$ cat src/gpt_pkg.sv
// ==================================================================
// Shared constants for the pulse, event and serial timing block
// ==================================================================
package gpt_pkg;
   // Clock and time base
   localparam int CLK_HZ = 100_000_000;
   localparam int CLK_NS = 10;
   localparam int REF_HZ = 12_500_000;
   localparam int REF_NS = 80;
   localparam int TICK_CYC = CLK_HZ / REF_HZ;
   localparam int PPS_WIDTH_NS = 1000;
   localparam int PPS_WIDTH_CYC = PPS_WIDTH_NS / CLK_NS;
   localparam int TAG_RES_NS = 320;
   localparam int TAG_SHIFT = $clog2(TAG_RES_NS / REF_NS);
   localparam int BAUD_RESET = 9600;
   localparam int BAUD_DIV_RESET = CLK_HZ / BAUD_RESET;

   // Register byte offsets
   localparam logic [7:0] ADDR_CTRL = 8'h00;
   localparam logic [7:0] ADDR_CABLE = 8'h04;
   localparam logic [7:0] ADDR_UTC = 8'h08;
   localparam logic [7:0] ADDR_BAUD = 8'h0C;
   localparam logic [7:0] ADDR_STATUS = 8'h10;
   localparam logic [7:0] ADDR_EVCNT = 8'h14;
   localparam logic [7:0] ADDR_EVTAG = 8'h18;

   // Control fields and reset values
   localparam int CTRL_PPS_EN = 0;
   localparam int CTRL_UTC = 1;
   localparam int CTRL_EV_RPT = 2;
   localparam int CTRL_ST_PPS = 4;
   localparam int CTRL_ST_EV = 5;
   localparam logic [31:0] CTRL_RESET = 32'h0000_0007;
   localparam logic [23:0] CABLE_RESET = 24'h00_0000;
   localparam logic [23:0] UTC_RESET = 24'h00_0000;

   // Message layout: sync, kind, 16-bit count, 24-bit tag
   localparam int MSG_BYTES = 7;
   localparam logic [7:0] MSG_SYNC = 8'h10;
   localparam logic [7:0] MSG_TIME = 8'h01;
   localparam logic [7:0] MSG_STAT = 8'h02;

   // Bus responses
   localparam logic [1:0] RESP_OKAY = 2'h0;
   localparam logic [1:0] RESP_SLVERR = 2'h2;
endpackage : gpt_pkg

$ cat src/gpt_msg_tx.sv
`timescale 1ns/1ps
// ==================================================================
// Serial message sender: 8 data bits, odd parity, 1 stop bit
// ==================================================================
module gpt_msg_tx
(
   input wire logic clk,
   input wire logic reset,
   input wire logic [15:0] baud_div,
   input wire logic start,
   input wire logic [8*gpt_pkg::MSG_BYTES-1:0] msg,
   output logic txd,
   output logic busy
);
   localparam int MW = 8 * gpt_pkg::MSG_BYTES;

   logic [MW-1:0] rest;
   logic [10:0] frame;
   logic [3:0] bits;
   logic [2:0] left;
   logic [15:0] cnt;

   // Frame builder: start, data lsb first, odd parity, stop
   function automatic logic [10:0] gpt_frame(input logic [7:0] b);
      gpt_frame = {1'b1, ~^b, b, 1'b0};
   endfunction : gpt_frame

   // Bit sequencer; divider restarts with each message so bits are full width
   always_ff @(posedge clk or posedge reset)
   begin
      if (reset)
      begin
         frame <= 11'h7FF;
         rest <= '0;
         bits <= 4'h0;
         left <= 3'h0;
         cnt <= 16'h0000;
         busy <= 1'b0;
      end
      else if (!busy && start)
      begin
         frame <= gpt_frame(msg[MW-1 -: 8]);
         rest <= msg << 8;
         left <= 3'(gpt_pkg::MSG_BYTES - 1);
         bits <= 4'hB;
         cnt <= 16'h0000;
         busy <= 1'b1;
      end
      else if (busy)
      begin
         if (cnt != baud_div - 16'h0001)
            cnt <= cnt + 16'h0001;
         else
         begin
            cnt <= 16'h0000;
            if (bits != 4'h1)
            begin
               frame <= {1'b1, frame[10:1]};
               bits <= bits - 4'h1;
            end
            else if (left != 3'h0)
            begin
               frame <= gpt_frame(rest[MW-1 -: 8]);
               rest <= rest << 8;
               left <= left - 3'h1;
               bits <= 4'hB;
            end
            else
            begin
               frame <= 11'h7FF;
               busy <= 1'b0;
            end
         end
      end
   end

   assign txd = frame[0];
endmodule : gpt_msg_tx

$ cat src/gpt_timing.sv
`timescale 1ns/1ps
// Function
// - outputs start only once satellites qualify
// - status port sends periodic health messages
// - status port defaults 9600 8-odd-1, programmable
// - status port optionally carries selected timing messages
// - timing port transmit only, 8-odd-1 at the status port's rate (default 9600, programmable)
// - time message after each pulse and event
// - event counter counts, clears at reset, wraps
// - pulse messages count zero, event messages count
// - event messages enabled by output selection
// - pulse placed on 12.5 MHz ticks, 80 ns
// - one microsecond pulse once every second
// - pulse accurate only in overdetermined clock mode
// - reference position enables clock mode and monitor
// - signed cable offset, negative moves pulse earlier
// - UTC base corrects event time by fraction
// - events captured on rising input edge
// - event tag resolution 320 ns at input
// - pulse on reference tick nearest on-time mark
module gpt_timing
#(
   parameter int unsigned TICKS_PER_SEC = gpt_pkg::REF_HZ,
   parameter logic [15:0] BAUD_DIV_RESET = 16'(gpt_pkg::BAUD_DIV_RESET)
)
(
   input wire logic clk,
   input wire logic reset,
   input wire logic [7:0] s_axi_awaddr,
   input wire logic s_axi_awvalid,
   output logic s_axi_awready,
   input wire logic [31:0] s_axi_wdata,
   input wire logic [3:0] s_axi_wstrb,
   input wire logic s_axi_wvalid,
   output logic s_axi_wready,
   output logic [1:0] s_axi_bresp,
   output logic s_axi_bvalid,
   input wire logic s_axi_bready,
   input wire logic [7:0] s_axi_araddr,
   input wire logic s_axi_arvalid,
   output logic s_axi_arready,
   output logic [31:0] s_axi_rdata,
   output logic [1:0] s_axi_rresp,
   output logic s_axi_rvalid,
   input wire logic s_axi_rready,
   input wire logic event_in,
   input wire logic sats_qualified,
   input wire logic ref_pos_valid,
   output logic pps_out,
   output logic pps_accurate,
   output logic satellite_integrity_monitor,
   output logic timing_txd,
   output logic status_txd
);
   localparam logic [23:0] TPS = 24'(TICKS_PER_SEC);
   localparam int MW = 8 * gpt_pkg::MSG_BYTES;

   // ==================================================================
   // Pin synchronisers and event edge
   // ==================================================================
   logic [2:0] sync1;
   logic [2:0] sync2;
   logic ev_prev;
   logic running;
   logic od_mode;

   // First stage feeds only the second stage
   always_ff @(posedge clk or posedge reset)
   begin
      if (reset)
      begin
         sync1 <= 3'h0;
         sync2 <= 3'h0;
         ev_prev <= 1'b0;
      end
      else
      begin
         sync1 <= {ref_pos_valid, sats_qualified, event_in};
         sync2 <= sync1;
         ev_prev <= sync2[0];
      end
   end

   logic ev_rise;
   assign ev_rise = sync2[0] && !ev_prev && running;

   // Operating mode; loss of satellites suspends output
   always_ff @(posedge clk or posedge reset)
   begin
      if (reset)
      begin
         running <= 1'b0;
         od_mode <= 1'b0;
         pps_accurate <= 1'b0;
         satellite_integrity_monitor <= 1'b0;
      end
      else
      begin
         running <= sync2[1];
         od_mode <= sync2[2] && sync2[1];
         satellite_integrity_monitor <= od_mode;
         pps_accurate <= od_mode;
      end
   end

   // ==================================================================
   // Registers
   // ==================================================================
   logic [31:0] ctrl;
   logic [23:0] cable_ofs;
   logic [23:0] utc_frac;
   logic [15:0] baud_div;
   logic [15:0] ev_count;
   logic [23:0] ev_tag;
   logic wr_fire;
   logic [7:0] aw_q;
   logic [31:0] w_q;
   logic [3:0] strb_q;

   function automatic logic [31:0] gpt_merge(input logic [31:0] old,
      input logic [31:0] d, input logic [3:0] s);
      gpt_merge = old;
      for (int i = 0; i < 4; i++)
         if (s[i])
            gpt_merge[8*i +: 8] = d[8*i +: 8];
   endfunction : gpt_merge

   // Software-writable configuration, byte lanes honoured
   always_ff @(posedge clk or posedge reset)
   begin
      if (reset)
      begin
         ctrl <= gpt_pkg::CTRL_RESET;
         cable_ofs <= gpt_pkg::CABLE_RESET;
         utc_frac <= gpt_pkg::UTC_RESET;
         baud_div <= BAUD_DIV_RESET;
      end
      else if (wr_fire)
      begin
         unique case (aw_q)
            gpt_pkg::ADDR_CTRL: ctrl <= gpt_merge(ctrl, w_q, strb_q) & 32'h0000_0037;
            gpt_pkg::ADDR_CABLE: cable_ofs <= 24'(gpt_merge({8'h00, cable_ofs}, w_q, strb_q));
            gpt_pkg::ADDR_UTC: utc_frac <= 24'(gpt_merge({8'h00, utc_frac}, w_q, strb_q));
            gpt_pkg::ADDR_BAUD: baud_div <= 16'(gpt_merge({16'h0000, baud_div}, w_q, strb_q));
            default: ;
         endcase
      end
   end

   // ==================================================================
   // Reference tick and one-second frame
   // ==================================================================
   logic [2:0] tick_div;
   logic ref_tick;
   logic [23:0] tick_cnt;
   logic [23:0] pps_at;
   logic pps_fire;
   logic stat_fire;
   logic [6:0] pps_cnt;

   // 12.5 MHz ticks as enables; no second clock
   always_ff @(posedge clk or posedge reset)
   begin
      if (reset)
      begin
         tick_div <= 3'h0;
         ref_tick <= 1'b0;
         tick_cnt <= 24'h00_0000;
      end
      else
      begin
         ref_tick <= (tick_div == 3'(gpt_pkg::TICK_CYC - 1));
         tick_div <= tick_div + 3'h1;
         if (ref_tick)
            tick_cnt <= (tick_cnt == TPS - 24'h00_0001) ? 24'h00_0000 : tick_cnt + 24'h00_0001;
      end
   end

   // Negative offset lands in the previous second, i.e. earlier
   assign pps_at = cable_ofs[23] ? TPS + cable_ofs : cable_ofs;

   assign pps_fire = ref_tick && (tick_cnt == pps_at) && running
      && ctrl[gpt_pkg::CTRL_PPS_EN];
   assign stat_fire = ref_tick && (tick_cnt == 24'h00_0000) && running;

   // Pulse shaper; only the leading edge carries time
   always_ff @(posedge clk or posedge reset)
   begin
      if (reset)
      begin
         pps_out <= 1'b0;
         pps_cnt <= 7'h00;
      end
      else if (pps_fire)
      begin
         pps_out <= 1'b1;
         pps_cnt <= 7'(gpt_pkg::PPS_WIDTH_CYC - 1);
      end
      else if (pps_out)
      begin
         if (pps_cnt == 7'h00)
            pps_out <= 1'b0;
         else
            pps_cnt <= pps_cnt - 7'h01;
      end
   end

   // ==================================================================
   // Event capture
   // ==================================================================
   logic [24:0] tsum;
   logic [24:0] tadj;
   assign tsum = {1'b0, tick_cnt} + (ctrl[gpt_pkg::CTRL_UTC] ? {1'b0, utc_frac} : 25'h0);
   assign tadj = (tsum >= {1'b0, TPS}) ? tsum - {1'b0, TPS} : tsum;

   // Count wraps naturally past 65535; tag in 320 ns units
   always_ff @(posedge clk or posedge reset)
   begin
      if (reset)
      begin
         ev_count <= 16'h0000;
         ev_tag <= 24'h00_0000;
      end
      else if (ev_rise)
      begin
         ev_count <= ev_count + 16'h0001;
         ev_tag <= 24'(tadj >> gpt_pkg::TAG_SHIFT);
      end
   end

   // ==================================================================
   // Message scheduling for both serial ports
   // ==================================================================
   logic pend_pps, pend_ev, pend_stat, pend_spps, pend_sev;
   logic tim_busy, st_busy;
   logic tim_start, take_pps, take_ev;
   logic st_start, take_stat, take_spps;
   logic [MW-1:0] tim_msg;
   logic [MW-1:0] st_msg;
   logic [MW-1:0] pps_msg;
   logic [MW-1:0] ev_msg;
   logic [7:0] health;

   assign health = {4'h0, ctrl[gpt_pkg::CTRL_PPS_EN], pps_accurate, od_mode, running};
   assign pps_msg = {gpt_pkg::MSG_SYNC, gpt_pkg::MSG_TIME, 16'h0000,
      24'(pps_at >> gpt_pkg::TAG_SHIFT)};
   assign ev_msg = {gpt_pkg::MSG_SYNC, gpt_pkg::MSG_TIME, ev_count, ev_tag};

   // Timing port: pulse message first, then a waiting event
   assign tim_start = !tim_busy && (pend_pps || pend_ev);
   assign take_pps = tim_start && pend_pps;
   assign take_ev = tim_start && !pend_pps && pend_ev;
   assign tim_msg = take_pps ? pps_msg : ev_msg;

   // Status port: health first, then selected timing copies
   assign st_start = !st_busy && (pend_stat || pend_spps || pend_sev);
   assign take_stat = st_start && pend_stat;
   assign take_spps = st_start && !pend_stat && pend_spps;
   always_comb
   begin
      if (take_stat)
         st_msg = {gpt_pkg::MSG_SYNC, gpt_pkg::MSG_STAT, 8'h00, health, 24'h00_0000};
      else if (take_spps)
         st_msg = pps_msg;
      else
         st_msg = ev_msg;
   end

   // Pending flags; a new event beats a same-cycle take.
   // One event slot is enough at the slow event rate.
   always_ff @(posedge clk or posedge reset)
   begin
      if (reset)
      begin
         pend_pps <= 1'b0;
         pend_ev <= 1'b0;
         pend_stat <= 1'b0;
         pend_spps <= 1'b0;
         pend_sev <= 1'b0;
      end
      else
      begin
         pend_pps <= pps_fire || (pend_pps && !take_pps);
         pend_ev <= (ev_rise && ctrl[gpt_pkg::CTRL_EV_RPT])
            || (pend_ev && !take_ev);
         pend_stat <= stat_fire || (pend_stat && !take_stat);
         pend_spps <= (pps_fire && ctrl[gpt_pkg::CTRL_ST_PPS])
            || (pend_spps && !take_spps);
         pend_sev <= (ev_rise && ctrl[gpt_pkg::CTRL_ST_EV])
            || (pend_sev && !(st_start && !pend_stat && !pend_spps));
      end
   end

   // Timing port has no receive path at all
   gpt_msg_tx u_timing_tx (
      .clk(clk),
      .reset(reset),
      .baud_div(baud_div),
      .start(tim_start),
      .msg(tim_msg),
      .txd(timing_txd),
      .busy(tim_busy)
   );

   gpt_msg_tx u_status_tx (
      .clk(clk),
      .reset(reset),
      .baud_div(baud_div),
      .start(st_start),
      .msg(st_msg),
      .txd(status_txd),
      .busy(st_busy)
   );

   // ==================================================================
   // AXI4-Lite slave
   // ==================================================================
   logic aw_got, w_got;
   logic map_w, map_r;
   assign wr_fire = aw_got && w_got && !s_axi_bvalid;
   assign map_w = (aw_q <= gpt_pkg::ADDR_EVTAG) && (aw_q[1:0] == 2'h0);
   assign map_r = (s_axi_araddr <= gpt_pkg::ADDR_EVTAG) && (s_axi_araddr[1:0] == 2'h0);

   // Address and data taken in either order; response one cycle later
   always_ff @(posedge clk or posedge reset)
   begin
      if (reset)
      begin
         aw_got <= 1'b0;
         w_got <= 1'b0;
         aw_q <= 8'h00;
         w_q <= 32'h0000_0000;
         strb_q <= 4'h0;
         s_axi_awready <= 1'b0;
         s_axi_wready <= 1'b0;
         s_axi_bvalid <= 1'b0;
         s_axi_bresp <= gpt_pkg::RESP_OKAY;
      end
      else
      begin
         if (s_axi_awvalid && s_axi_awready)
         begin
            aw_got <= 1'b1;
            aw_q <= s_axi_awaddr;
            s_axi_awready <= 1'b0;
         end
         else if (!aw_got && !s_axi_bvalid)
            s_axi_awready <= 1'b1;
         if (s_axi_wvalid && s_axi_wready)
         begin
            w_got <= 1'b1;
            w_q <= s_axi_wdata;
            strb_q <= s_axi_wstrb;
            s_axi_wready <= 1'b0;
         end
         else if (!w_got && !s_axi_bvalid)
            s_axi_wready <= 1'b1;
         if (wr_fire)
         begin
            aw_got <= 1'b0;
            w_got <= 1'b0;
            s_axi_bvalid <= 1'b1;
            s_axi_bresp <= map_w ? gpt_pkg::RESP_OKAY : gpt_pkg::RESP_SLVERR;
         end
         else if (s_axi_bvalid && s_axi_bready)
            s_axi_bvalid <= 1'b0;
      end
   end

   // Read path; unmapped reads return zero with an error
   always_ff @(posedge clk or posedge reset)
   begin
      if (reset)
      begin
         s_axi_arready <= 1'b0;
         s_axi_rvalid <= 1'b0;
         s_axi_rdata <= 32'h0000_0000;
         s_axi_rresp <= gpt_pkg::RESP_OKAY;
      end
      else if (s_axi_arvalid && s_axi_arready)
      begin
         s_axi_arready <= 1'b0;
         s_axi_rvalid <= 1'b1;
         s_axi_rresp <= map_r ? gpt_pkg::RESP_OKAY : gpt_pkg::RESP_SLVERR;
         unique case (s_axi_araddr)
            gpt_pkg::ADDR_CTRL: s_axi_rdata <= ctrl;
            gpt_pkg::ADDR_CABLE: s_axi_rdata <= {8'h00, cable_ofs};
            gpt_pkg::ADDR_UTC: s_axi_rdata <= {8'h00, utc_frac};
            gpt_pkg::ADDR_BAUD: s_axi_rdata <= {16'h0000, baud_div};
            gpt_pkg::ADDR_STATUS: s_axi_rdata <= {24'h00_0000, health};
            gpt_pkg::ADDR_EVCNT: s_axi_rdata <= {16'h0000, ev_count};
            gpt_pkg::ADDR_EVTAG: s_axi_rdata <= {8'h00, ev_tag};
            default: s_axi_rdata <= 32'h0000_0000;
         endcase
      end
      else if (s_axi_rvalid && s_axi_rready)
         s_axi_rvalid <= 1'b0;
      else if (!s_axi_rvalid)
         s_axi_arready <= 1'b1;
   end
endmodule : gpt_timing

$ cat config.mk
export PLATFORM = sky130hd
export DESIGN_NAME = gpt_timing
export DESIGN_NICKNAME = d
export VERILOG_FILES = /design/src/gpt_pkg.sv /design/src/gpt_msg_tx.sv /design/src/gpt_timing.sv
export SDC_FILE = /design/constraint.sdc
export NUM_CORES = 1
export LEC_CHECK = 0
export ABC_AREA = 1
export ABC_CLOCK_PERIOD_IN_PS = 33200
export BUFFER_PORTS_ARGS = -buffer_cell sky130_fd_sc_hd__buf_4
export CAP_MARGIN = 20
export CORE_MARGIN = 4
export CORE_UTILIZATION = 40
export DETAILED_ROUTE_END_ITERATION = 8
export MAX_ROUTING_LAYER = met4
export SLEW_MARGIN = 30
export SYNTH_ARGS = -nofsm -noshare
export SYNTH_HDL_FRONTEND = slang
export SYNTH_SLANG_ARGS = --single-unit
$ cat constraint.sdc
create_clock -name clk -period 33.2 [get_ports clk]
set_clock_uncertainty 0.1 [all_clocks]
set_input_delay 4.98 -clock clk [delete_from_list [all_inputs] [get_ports clk]]
set_output_delay 4.98 -clock clk [all_outputs]
set_load 0.02 [all_outputs]
==> summary.md <==
| Metric | Value |
|---|---|
| CP Launch Type | `primary input` |
| Layout net count | `3215` |
| Mapped Cells | `3060` |
| TritonCTS clock tree | `yes` |
| First-pass iteration count of the detailed router | `6` |
| Clock root buffer | `clkbuf_16` |
| Synth top area cells | `dfrtp_1, nand2_1, inv_1, o21ai_0, nand3_1` |
| Largest net degree at the start of global routing | `115` |
| WP data required | `33.53 ns` |
| Die area | `60600 um^2` |
| Slew margin rel. | `0.342` |
| Final setup margin | `26.15 ns` |
| Peak supply drop | `50.0 uV` |
| RSZ-0062 raised after global routing | `false` |
| Fin crit share | `0.212` |
| Fin Setup TNS | `0 ns` |
| Top-Level Pins | `108` |
| Port Buffers | `88` |
| Pwr/cell area | `62.5 nW/um^2` |
| Hold Vio Cnt, Final | `0` |
| Post-synth EDFFs | `0` |
| Min Tclk post-route | `7.05 ns` |
| Worst hold path class | `flop to flop` |
| Gr usage total | `0.240` |
| Post-DR wirelength/cell | `18.2 um` |
| Setup crit end kind | `flop` |
| Sinks on the clock net | `391` |
| Antenna violations before repair | `1` |
| Die height | `246 um` |
| CTS buffer count | `45` |
| Yosys top cell area share | `0.400` |
| Vias in the first global route | `19900` |
| Finish-stage setup viols | `0` |
| Clock Pin Slew Worst Setup and Hold Paths | `0.06 ns` |
| FF+latch count, synth | `391` |
| Area added between synthesis and finish | `12.3%` |
| Vias per cell | `5.32` |
| Final antenna-violating net count | `0` |
| Post-CTS setup buffers | `0` |
| Synthesized area | `22700 um^2` |
| Wirelength, routed | `71000 um` |
| Synth warn | `0` |
| Pre-CTS WS | `25.50 ns` |
| Leakage power | `12.6 nW` |
| Top cells by count, synth | `nand2_1, dfrtp_1, inv_1, o21ai_0, nor2_1` |
| Ys flop type | `dfrtp_1` |
| Clock Latency Late Sink | `0.57 ns` |
| Outcome | `complete, no violations` |
| Post-synth top area cell | `dfrtp_1` |
| CTS Hold Buffers Added | `0` |
| Count leader, synth | `nand2_1` |
| Initial core utilization | `0.403` |
| Fmax | `142 MHz` |
| Post-synthesis cell type count | `61` |
| Vias | `20700` |
| Critical path type | `primary input to flop` |
| Sequential-to-total area share from yosys stat | `0.432` |
| Global-route wire length before repair | `112000 um` |
| Number of DRC markers in iteration 0 | `1760` |
| Slew Limit Fails | `0` |
| Total gr overflow | `0` |
| Layout cells sized above 1 | `0.0913` |
| DRC | `0` |
| Clock Path Buffers | `3` |
| Maxcap violations | `0` |
| Core Region | `56300 um^2` |
| Synth Area per Inst | `7.42 um^2` |
| Post-DP HPWL | `52300 um` |
| # H-tree levels | `2` |
| Post-synthesis async set-or-reset flop share | `1.00` |
| Chip width | `246 um` |
| # rows | `87` |
| Crit path max fanout | `17` |
| Cts repair resizes | `0` |
| Slew @ Worst Pin | `0.977 ns` |
| Worst endpoint data arrival time | `7.38 ns` |
| Antenna Cells | `0` |
| GPL Wtd Cong | `0.987` |
==> flip-flops by register name (all words and copies together) (netlist names), 5 cells and up <==
register / flops
pps_cnt: 7
u_timing_tx.frame: 10
tick_cnt: 24
baud_div: 16
aw_q: 8
u_timing_tx.cnt: 16
u_timing_tx.rest: 48
utc_frac: 24
ctrl: 5
u_status_tx.rest: 48
ev_tag: 23
s_axi_rdata: 24
u_status_tx.cnt: 16
w_q: 24
ev_count: 16
u_status_tx.frame: 10
cable_ofs: 24
==> cell type report <==
type	instances	area [um^2]
sequential	391	9820
clock inverter	18	283
fill	5713	30800
inverter	377	1420
timing repair buffer	105	796
multi-input combinational	2188	10900
tap	756	946
clock buffer	64	1310
==> critical path, cell delays in order <==
cell and delay (ns):
buf_4 0.08, nor3_1 0.04, inv_1 0.13, nor2_1 0.11
nand2_1 0.47, inv_1 0.35, a221oi_1 0.40, o211ai_1 0.14
o21ai_0 0.60, nand2_1 0.10
==> final timing paths <==
check                                      from                  end  slack [ns]  cells past startpoint
min in group asynchronous                 reset  u_timing_tx.bits[0]        4.46                      2
worst max register to register          ctrl[1]           ev_tag[17]       28.79                     19
worst max-delay path            s_axi_araddr[7]       s_axi_rdata[1]       26.15                     10
worst min-delay path                   sync1[1]             sync2[1]        0.25                      0
max in group asynchronous                 reset          tick_cnt[1]       26.35                      4
worst min register to register         sync1[1]             sync2[1]        0.25                      0
==> report_power, final <==
group / internal (mW) / switching [mW]
clock network: 0.329 / 0.202
logic: 0.136 / 0.307
registers: 0.557 / 0.0634
total: 1.02 / 0.572
==> logic make-up (layout without fill, tap and decap cells) <==
kind of cell             Yosys count  after routing  synth area share
buffers and inverters            490            564            0.0880
flip-flops                       391            391             0.432
AO/OA/AOI/OAI                    410            410             0.104
AND/OR/NAND/NOR                 1597           1597             0.301
adder cells (fa/ha/maj)           45             45            0.0251
XOR/XNOR                         126            126            0.0493
other                              1             10          0.000165
==> through the flow <==
stage / hold WS [ns] / util / std cells / cell area, um^2 / power (mW)
final: 0.249 / 0.453 / 3899 / 25500 / 1.59
after global placement: 0.235 / 0.425 / 3817 / 23900 / 1.05
after detailed placement: 0.238 / 0.425 / 3817 / 23900 / 1.07
after floorplan: 0.231 / - / 3069 / 22700 / 0.926
after global routing: 0.254 / 0.453 / 3899 / 25500 / 1.69
after CTS: 0.251 / 0.453 / 3899 / 25500 / 1.60
==> cell usage in the layout, fill, tap and decap left out, types with 28 or more instances in the layout <==
master | synthesis | routed
nand4_1 | 92 | 92
buf_4 | 17 | 103
nand3_1 | 187 | 187
xor2_1 | 99 | 99
ha_1 | 44 | 44
dfstp_2 | 28 | 28
nand2_1 | 981 | 979
nor2_1 | 199 | 199
a21oi_1 | 56 | 56
o22ai_1 | 29 | 29
o21ai_0 | 222 | 222
dfrtp_1 | 363 | 363
nor3_1 | 46 | 46
clkbuf_16 | 0 | 46
inv_1 | 355 | 354
==> routing by layer <==
layer	part of all wire	global-route usage	up-vias
met3	0.064	0.0384	165
met2	0.45	0.366	647
met5	0	-	-
met4	0.048	0.103	0
met1	0.44	0.320	9942
li1	-	-	9990
(Power assumes the default switching activity.)
